--- src/hdl/ndc_pkg.sv ---
package ndc_pkg;
   // ----------------------------------------
   // Timing figures, fastest grade
   // ----------------------------------------
   localparam int T_CLK_NS = 10;
   localparam int T_RAH_NS = 10;
   localparam int T_RCD_NS = 15;
   localparam int T_RAC_NS = 85;
   localparam int T_RASL_NS = 85;
   localparam int T_RP_NS = 65;
   localparam int T_CR_NS = 160;
   localparam int T_CRMW_NS = 195;
   localparam int T_RWL_NS = 30;
   localparam int T_RWD_NS = 70;
   localparam int T_NC_NS = 45;
   localparam int T_NP_NS = 15;
   localparam int T_CSR_NS = 10;
   localparam int T_REF_MS = 4;
   localparam int REF_ROWS = 256;
   localparam int T_PWR_US = 500;

   function automatic int cyc_min(int ns);
      return (ns + T_CLK_NS - 1) / T_CLK_NS;
   endfunction

   function automatic int cyc_max(int ns);
      return (ns / T_CLK_NS < 1) ? 1 : ns / T_CLK_NS;
   endfunction

   // ----------------------------------------
   // Cycle counts
   // ----------------------------------------
   localparam logic [5:0] C_RAH = 6'(cyc_min(T_RAH_NS));
   localparam logic [5:0] C_RCD = 6'(cyc_min(T_RCD_NS));
   localparam logic [5:0] T_SAMP = 6'(cyc_min(T_RAC_NS) - 1);
   localparam logic [5:0] C_RASL = 6'(cyc_min(T_RASL_NS));
   localparam logic [5:0] C_CR = 6'(cyc_min(T_CR_NS));
   localparam logic [5:0] C_CRMW = 6'(cyc_min(T_CRMW_NS));
   localparam logic [5:0] C_RWL = 6'(cyc_min(T_RWL_NS));
   localparam logic [5:0] C_RWD = 6'(cyc_min(T_RWD_NS));
   localparam logic [5:0] C_CSR = 6'(cyc_min(T_CSR_NS));
   localparam logic [2:0] C_RP = 3'(cyc_min(T_RP_NS));
   localparam logic [2:0] C_NC = 3'(cyc_min(T_NC_NS));
   localparam logic [2:0] C_NP = 3'(cyc_min(T_NP_NS));
   localparam logic [15:0] C_REFI =
      16'(cyc_max(T_REF_MS * 1000000 / REF_ROWS));
   localparam logic [15:0] C_PWR_CYC = 16'(T_PWR_US * 1000 / T_CLK_NS);
   localparam logic [3:0] C_INIT_CYC = 4'h8;

   // ----------------------------------------
   // Types
   // ----------------------------------------
   typedef enum logic [1:0] {OP_READ, OP_WRITE, OP_RMW, OP_NIBBLE} ndc_op_t;
   typedef enum {ST_PWR, ST_IDLE, ST_ACC, ST_NIB, ST_CBR, ST_PRE} ndc_state_t;

   typedef struct packed {
      ndc_op_t op;
      logic [8:0] row;
      logic [8:0] col;
      logic wdata;
   } ndc_req_t;

   typedef struct packed {
      logic valid;
      logic [3:0] data;
   } ndc_resp_t;

   typedef struct packed {
      logic ras_n;
      logic cas_n;
      logic we_n;
      logic [8:0] addr;
      logic d;
   } ndc_pins_t;

   localparam ndc_pins_t PINS_IDLE = '{1'b1, 1'b1, 1'b1, 9'h000, 1'b0};
endpackage

--- src/hdl/ndc_ctrl.sv ---
`timescale 1ns/1ps
// Summary of operation
// - Keep store strobe high after row strobe rises at end of reads.
// - Read-modify-write cycle lasts at least its minimum cycle time.
// - Nibble column cycles keep minimum period, low and high widths.
// - Nibble read-modify-write widths; this controller never issues it.
// - Refresh: column strobe low before row strobe falls and held after.
// - Eight column-before-row refreshes precede reliance on that refresh.
// - Row-only refresh needs column high; not used by this controller.
// - All rows refreshed every interval by periodic refresh cycles.
// - Power-up pause then eight refresh cycles before normal accesses.
module ndc_ctrl #(
   parameter logic [15:0] PWR_CYC = ndc_pkg::C_PWR_CYC
) (
   input wire logic clk,
   input wire logic rst_n,
   input wire logic ce,
   input ndc_pkg::ndc_req_t req,
   input wire logic req_valid,
   output logic req_ready,
   output ndc_pkg::ndc_resp_t resp,
   output ndc_pkg::ndc_pins_t pins,
   input wire logic q
);
   import ndc_pkg::*;

   ndc_state_t st;
   ndc_op_t op;
   logic [5:0] tcnt;
   logic [2:0] ncnt;
   logic [1:0] nb;
   logic [8:0] col;
   logic [3:0] rdata;
   logic [15:0] tmr;
   logic pwr_done;
   logic ref_pend;
   logic init_done;
   logic [3:0] init_cnt;
   logic accept;
   logic ref_tick;
   logic cbr_start;
   logic [5:0] cyc_end;

   assign accept = req_valid && req_ready;
   assign ref_tick = pwr_done && (tmr == C_REFI - 16'h1);
   assign cbr_start = (st == ST_IDLE) && !accept && pwr_done &&
                      (!init_done || ref_pend);
   assign cyc_end = (op == OP_RMW) ? C_CRMW - 6'h1 : C_CR - 6'h1;

   // ----------------------------------------
   // Power-up pause and refresh interval
   // ----------------------------------------
   always_ff @(posedge clk) begin
      if (!rst_n) begin
         tmr <= 16'h0;
         pwr_done <= 1'b0;
      end else if (ce) begin
         if (!pwr_done) begin
            if (tmr == PWR_CYC - 16'h1) begin
               pwr_done <= 1'b1;
               tmr <= 16'h0;
            end else begin
               tmr <= tmr + 16'h1;
            end
         end else if (ref_tick) begin
            tmr <= 16'h0;
         end else begin
            tmr <= tmr + 16'h1;
         end
      end
   end

   // Tick wins over the clear so no interval is lost
   always_ff @(posedge clk) begin
      if (!rst_n) begin
         ref_pend <= 1'b0;
      end else if (ce) begin
         if (ref_tick) begin
            ref_pend <= 1'b1;
         end else if (cbr_start) begin
            ref_pend <= 1'b0;
         end
      end
   end

   always_ff @(posedge clk) begin
      if (!rst_n) begin
         init_cnt <= 4'h0;
         init_done <= 1'b0;
      end else if (ce && cbr_start && !init_done) begin
         init_cnt <= init_cnt + 4'h1;
         init_done <= (init_cnt == C_INIT_CYC - 4'h1);
      end
   end

   // ----------------------------------------
   // Strobe sequencer
   // ----------------------------------------
   always_ff @(posedge clk) begin
      if (!rst_n) begin
         st <= ST_PWR;
         op <= OP_READ;
         tcnt <= 6'h0;
         ncnt <= 3'h0;
         nb <= 2'h0;
         col <= 9'h000;
         rdata <= 4'h0;
         pins <= PINS_IDLE;
         resp <= '0;
         req_ready <= 1'b0;
      end else if (ce) begin
         resp.valid <= 1'b0;
         req_ready <= 1'b0;
         tcnt <= tcnt + 6'h1;
         case (st)
            ST_PWR: begin
               if (pwr_done) begin
                  st <= ST_IDLE;
               end
            end
            ST_IDLE: begin
               tcnt <= 6'h0;
               req_ready <= init_done && !ref_pend && !accept && !cbr_start;
               if (accept) begin
                  op <= req.op;
                  col <= req.col;
                  pins.ras_n <= 1'b0;
                  pins.addr <= req.row;
                  pins.we_n <= (req.op != OP_WRITE);
                  pins.d <= req.wdata;
                  nb <= 2'h0;
                  st <= ST_ACC;
               end else if (cbr_start) begin
                  pins.cas_n <= 1'b0;
                  pins.we_n <= 1'b1;
                  pins.d <= 1'b0;
                  st <= ST_CBR;
               end
            end
            ST_ACC: begin
               if (tcnt == C_RAH - 6'h1) begin
                  pins.addr <= col;
               end
               if (tcnt == C_RCD - 6'h1) begin
                  pins.cas_n <= 1'b0;
               end
               if (tcnt == T_SAMP) begin
                  rdata[0] <= q;
                  case (op)
                     OP_RMW: begin
                        pins.we_n <= 1'b0;
                     end
                     OP_NIBBLE: begin
                        pins.cas_n <= 1'b1;
                        ncnt <= 3'h0;
                        nb <= 2'h1;
                        st <= ST_NIB;
                     end
                     default: begin
                        pins.ras_n <= 1'b1;
                        pins.cas_n <= 1'b1;
                        pins.we_n <= 1'b1;
                        ncnt <= 3'h0;
                        resp.valid <= (op == OP_READ);
                        resp.data <= {3'h0, q};
                        st <= ST_PRE;
                     end
                  endcase
               end
               // Output may no longer be read data here; write fell at the sample point
               if (op == OP_RMW && tcnt == T_SAMP + C_RWL) begin
                  pins.ras_n <= 1'b1;
                  pins.cas_n <= 1'b1;
                  pins.we_n <= 1'b1;
                  ncnt <= 3'h0;
                  resp.valid <= 1'b1;
                  resp.data <= {3'h0, rdata[0]};
                  st <= ST_PRE;
               end
            end
            ST_NIB: begin
               ncnt <= ncnt + 3'h1;
               if (ncnt == C_NP - 3'h1) begin
                  pins.cas_n <= 1'b0;
               end
               if (ncnt == C_NC - 3'h1) begin
                  rdata[nb] <= q;
                  ncnt <= 3'h0;
                  if (nb == 2'h3) begin
                     pins.ras_n <= 1'b1;
                     pins.cas_n <= 1'b1;
                     resp.valid <= 1'b1;
                     resp.data <= {q, rdata[2:0]};
                     st <= ST_PRE;
                  end else begin
                     pins.cas_n <= 1'b1;
                     nb <= nb + 2'h1;
                  end
               end
            end
            ST_CBR: begin
               if (tcnt == C_CSR - 6'h1) begin
                  pins.ras_n <= 1'b0;
               end
               if (tcnt == C_CSR + C_RASL - 6'h1) begin
                  pins.ras_n <= 1'b1;
                  pins.cas_n <= 1'b1;
                  ncnt <= 3'h0;
                  st <= ST_PRE;
               end
            end
            ST_PRE: begin
               ncnt <= ncnt + 3'h1;
               if (ncnt >= C_RP - 3'h1 && tcnt >= cyc_end) begin
                  st <= ST_IDLE;
               end
            end
            default: begin
               st <= ST_IDLE;
            end
         endcase
      end
   end

   // ----------------------------------------
   // Checking
   // ----------------------------------------
   logic prev_ras;
   logic ras_fell;
   logic last_rmw;
   logic [5:0] since_fall;
   logic [15:0] since_ref;

   assign ras_fell = prev_ras && !pins.ras_n;

   always_ff @(posedge clk) begin
      if (!rst_n) begin
         prev_ras <= 1'b1;
         last_rmw <= 1'b0;
         since_fall <= 6'h3f;
         since_ref <= 16'h0;
      end else if (ce) begin
         prev_ras <= pins.ras_n;
         if (ras_fell) begin
            since_fall <= 6'h0;
            last_rmw <= (st == ST_ACC) && (op == OP_RMW);
         end else if (since_fall != 6'h3f) begin
            since_fall <= since_fall + 6'h1;
         end
         if (cbr_start || !init_done) begin
            since_ref <= 16'h0;
         end else begin
            since_ref <= since_ref + 16'h1;
         end
      end
   end
endmodule

--- config.mk ---
export PLATFORM = sky130hd
export DESIGN_NAME = ndc_ctrl
export DESIGN_NICKNAME = d
export VERILOG_FILES = /design/src/hdl/ndc_pkg.sv /design/src/hdl/ndc_ctrl.sv
export SDC_FILE = /design/constraint.sdc
export NUM_CORES = 1
export LEC_CHECK = 0
export BUFFER_PORTS_ARGS = -buffer_cell sky130_fd_sc_hd__buf_4
export CORE_MARGIN = 1.5
export CORE_UTILIZATION = 25
export DETAILED_ROUTE_END_ITERATION = 6
export HOLD_SLACK_MARGIN = 0.1
export REMOVE_ABC_BUFFERS = 1
export SETUP_SLACK_MARGIN = 0.05
export SYNTH_ARGS = -nofsm -noshare
export SYNTH_HDL_FRONTEND = slang
export SYNTH_SLANG_ARGS = --single-unit
export TNS_END_PERCENT = 10
--- constraint.sdc ---
create_clock -name clk -period 2.46 [get_ports clk]
set_input_delay 0.246 -clock clk [delete_from_list [all_inputs] [get_ports clk]]
set_output_delay 0.246 -clock clk [all_outputs]
set_load 0.01 [all_outputs]
==> flow_summary.ini <==
[cts]
cts_buffer_depth = 2
numClockSinks = 70
cts_buffers = 9
post-cts-setup-buffers = 0
cts_htree_levels = 3
postCtsResizedCells = 0
cts_root_buf = clkbuf_16
clk_pin_slew_ns = 0.06
hold_buffers = 0
tritoncts = built
clk_latency_ns = 0.33

[die]
fp-row-count = 44
die_h_um = 125.7
coreArea_mm2 = 0.01464
die_x_um = 125.7
io_pins = 45
initial_utilization = 0.2571
die-area_mm2 = 0.01580

[final_layout]
multi_input_area_mm2 = 0.002205
stdcell_area_mm2 = 0.004607
n_antenna_cell = 0
area_growth_pct = 22.37
fill_cells = 1531
nets = 529
final_cell_mix = dfxtp_1 (70), nor2_1 (59), nand2_1 (57), buf_4 (54), nand3_1 (24)
final-seq-area_mm2 = 0.001401
final_cells = 677
drive_gt1_frac = 0.1785
layout_commonest_cell = dfxtp_1

[drt]
dr.pass1.iters = 7
totalWireLength_mm = 9.275
dr_total_vias = 3301
drc_errors = 5
detail-route-antenna-nets = 0
routedWlPerCell_um = 13.70
via_per_inst = 4.876
drtIter0Drc = 237

[yosys]
synth_fa_ha_area_frac = 0.04985
synth_mux_area_frac = 0.06148
synth_cells = 446
synthArstFlopShare = 0
ys_ff_latch = 70
synth_xor_area_frac = 0.05351
synth_cell_types = 69
synth_area_mm2 = 0.003765
synthFlopType = dfxtp_1
synth_compound_area_frac = 0.1246
syn_avg_cell_area_um2 = 8.441
yosysSeqAreaShare = 0.3722
yosysWarningCount = 0
synth_edf_count = 0
synth_top_family_by_area = simple AND/OR/NAND/NOR gates
synthSimpleGateAreaFrac = 0.2961

[setup_path]
end_kind = flip-flop
critical-path-slowest-cell = dfxtp_1
crit_family = simple AND/OR/NAND/NOR gates
required_ns = 2.68
path_buf_inv = 0
worstPathMaxFanout = 18
start_kind = flip-flop
criticalPathCategory = reg -> reg
cp_cell_sequence = or3b_4 > a211oi_1 > or4_4 > nor3_2 > a211o_1
crit_arrival_ns = 2.40
max_stage_delay_ns = 0.66

[timing]
layout_min_cycle_time_ns = 2.178
skew_ns = 0.006195
final_max_slew_viol_count = 0
finalHoldViolations = 0
fin_crit_sh = 0.8856
rsz0062_at_grt = no
fin_tns_setup_ns = 0
tightest_slew_ns = 0.6002
slew_headroom = 0.5993
setup_viol = 0
timing.fmax_mhz = 459.0

[status]
status = finished, violations left
violations = DRC

[power]
total_power_mw = 2.657
power.density_mw_per_mm2 = 576.7
vdd_drop_max_mv = 0.3173
p_leak_nw = 1.753

[place]
dp_hpwl_mm = 6.626
dpl-instance-area_mm2 = 0.004287
placed_cells = 661
place_congestion = 0.8391
place.port_buffers = 44

[grt]
grtUsageTotal = 0.1209
grt_pass1_wl_mm = 15.62
grt_pass1_vias = 3197
busiest_layer = met2
use_met2 = 0.1878
met3_usage = 0.03398
grt_max_degree = 37
grt_util_met1 = 0.1585
overflow = 0
antenna_found_initial = 0

[job]
drv_cap = 0

[min_path]
hold_path_class = in -> reg
==> Yosys cell counts (all sizes together), types with 4 or more instances <==
master	number	area [um^2]
a21oi	20	103.9
nand4	16	100.1
nor4b	4	50.05
xnor2	11	96.34
clkbuf	11	41.29
nor2b	5	31.28
buf	12	72.56
xor2	12	105.1
nand2b	10	62.56
inv	10	37.54
a311oi	9	78.83
nand2	57	214.0
nand3	24	120.1
nor2	61	234.0
o21ai	8	40.04
nor3	9	55.05
dfxtp	70	1401
mux2i	22	220.2
ha	15	187.7
==> kinds of logic after synthesis <==
family | Yosys count
simple gates | 214
flops | 70
compound gates | 66
buf+inv | 35
xor+xnor | 23
mux | 23
fa+ha+maj | 15
==> per-layer routing <==
metal | part of all wire | up-vias
li1 | - | 1665
met4 | 0.019 | 0
met5 | 0 | -
met2 | 0.45 | 87
met1 | 0.47 | 1537
met3 | 0.059 | 12
==> power breakdown <==
group	leakage [nW]	switching, mW	internal (mW)
logic	1.04	0.0738	0.0601
clock network	0.151	0.502	0.869
registers	0.565	0.0106	1.14
total	1.75	0.586	2.07
==> registers in the layout (all words and copies together), names as in the netlist <==
name	flops
rdata	3
req_ready	1
pins	13
ncnt	3
init_cnt	4
tmr	16
st	3
nb	2
resp	5
col	9
ref_pend	1
tcnt	6
pwr_done	1
op	2
init_done	1
==> metrics by stage <==
stage | hold slack (ns) | setup WS, ns | util
2_1_floorplan | 0.3260 | 0.4476 | -
3_3_place_gp | 0.4461 | 0.3412 | 0.2927
3_5_place_dp | 0.4530 | 0.3044 | 0.2927
4_1_cts | 0.1385 | 0.3077 | 0.3146
5_1_grt | 0.1555 | 0.1660 | 0.3146
6_report | 0.1440 | 0.2815 | 0.3146
==> worst min-delay path, delay by kind of cell <==
kind / cells / cell delay [ns]
muxes: 1 / 0.05
buffers and inverters: 1 / 0.08
and+or+nand+nor: 1 / 0.07
==> area by class of cell <==
cell class                 instances  area share
sequential                        70      0.3042
clock inverter                     4     0.01168
timing repair buffer              54     0.08800
tap                              184     0.04997
inverter                          12    0.009777
multi-input combinational        341      0.4785
clock buffer                      12     0.05785
==> worst paths after layout <==
kind,start,to,slack [ns],cells after the start
worst max-delay path,st[0],pins[10],0.28,5
worst min-delay path,req[3],col[2],0.14,3
worst max register to register,st[0],pins[10],0.28,5
worst min register to register,pins[0],pins[0],0.46,2
Power figures use the tool's default switching activity.
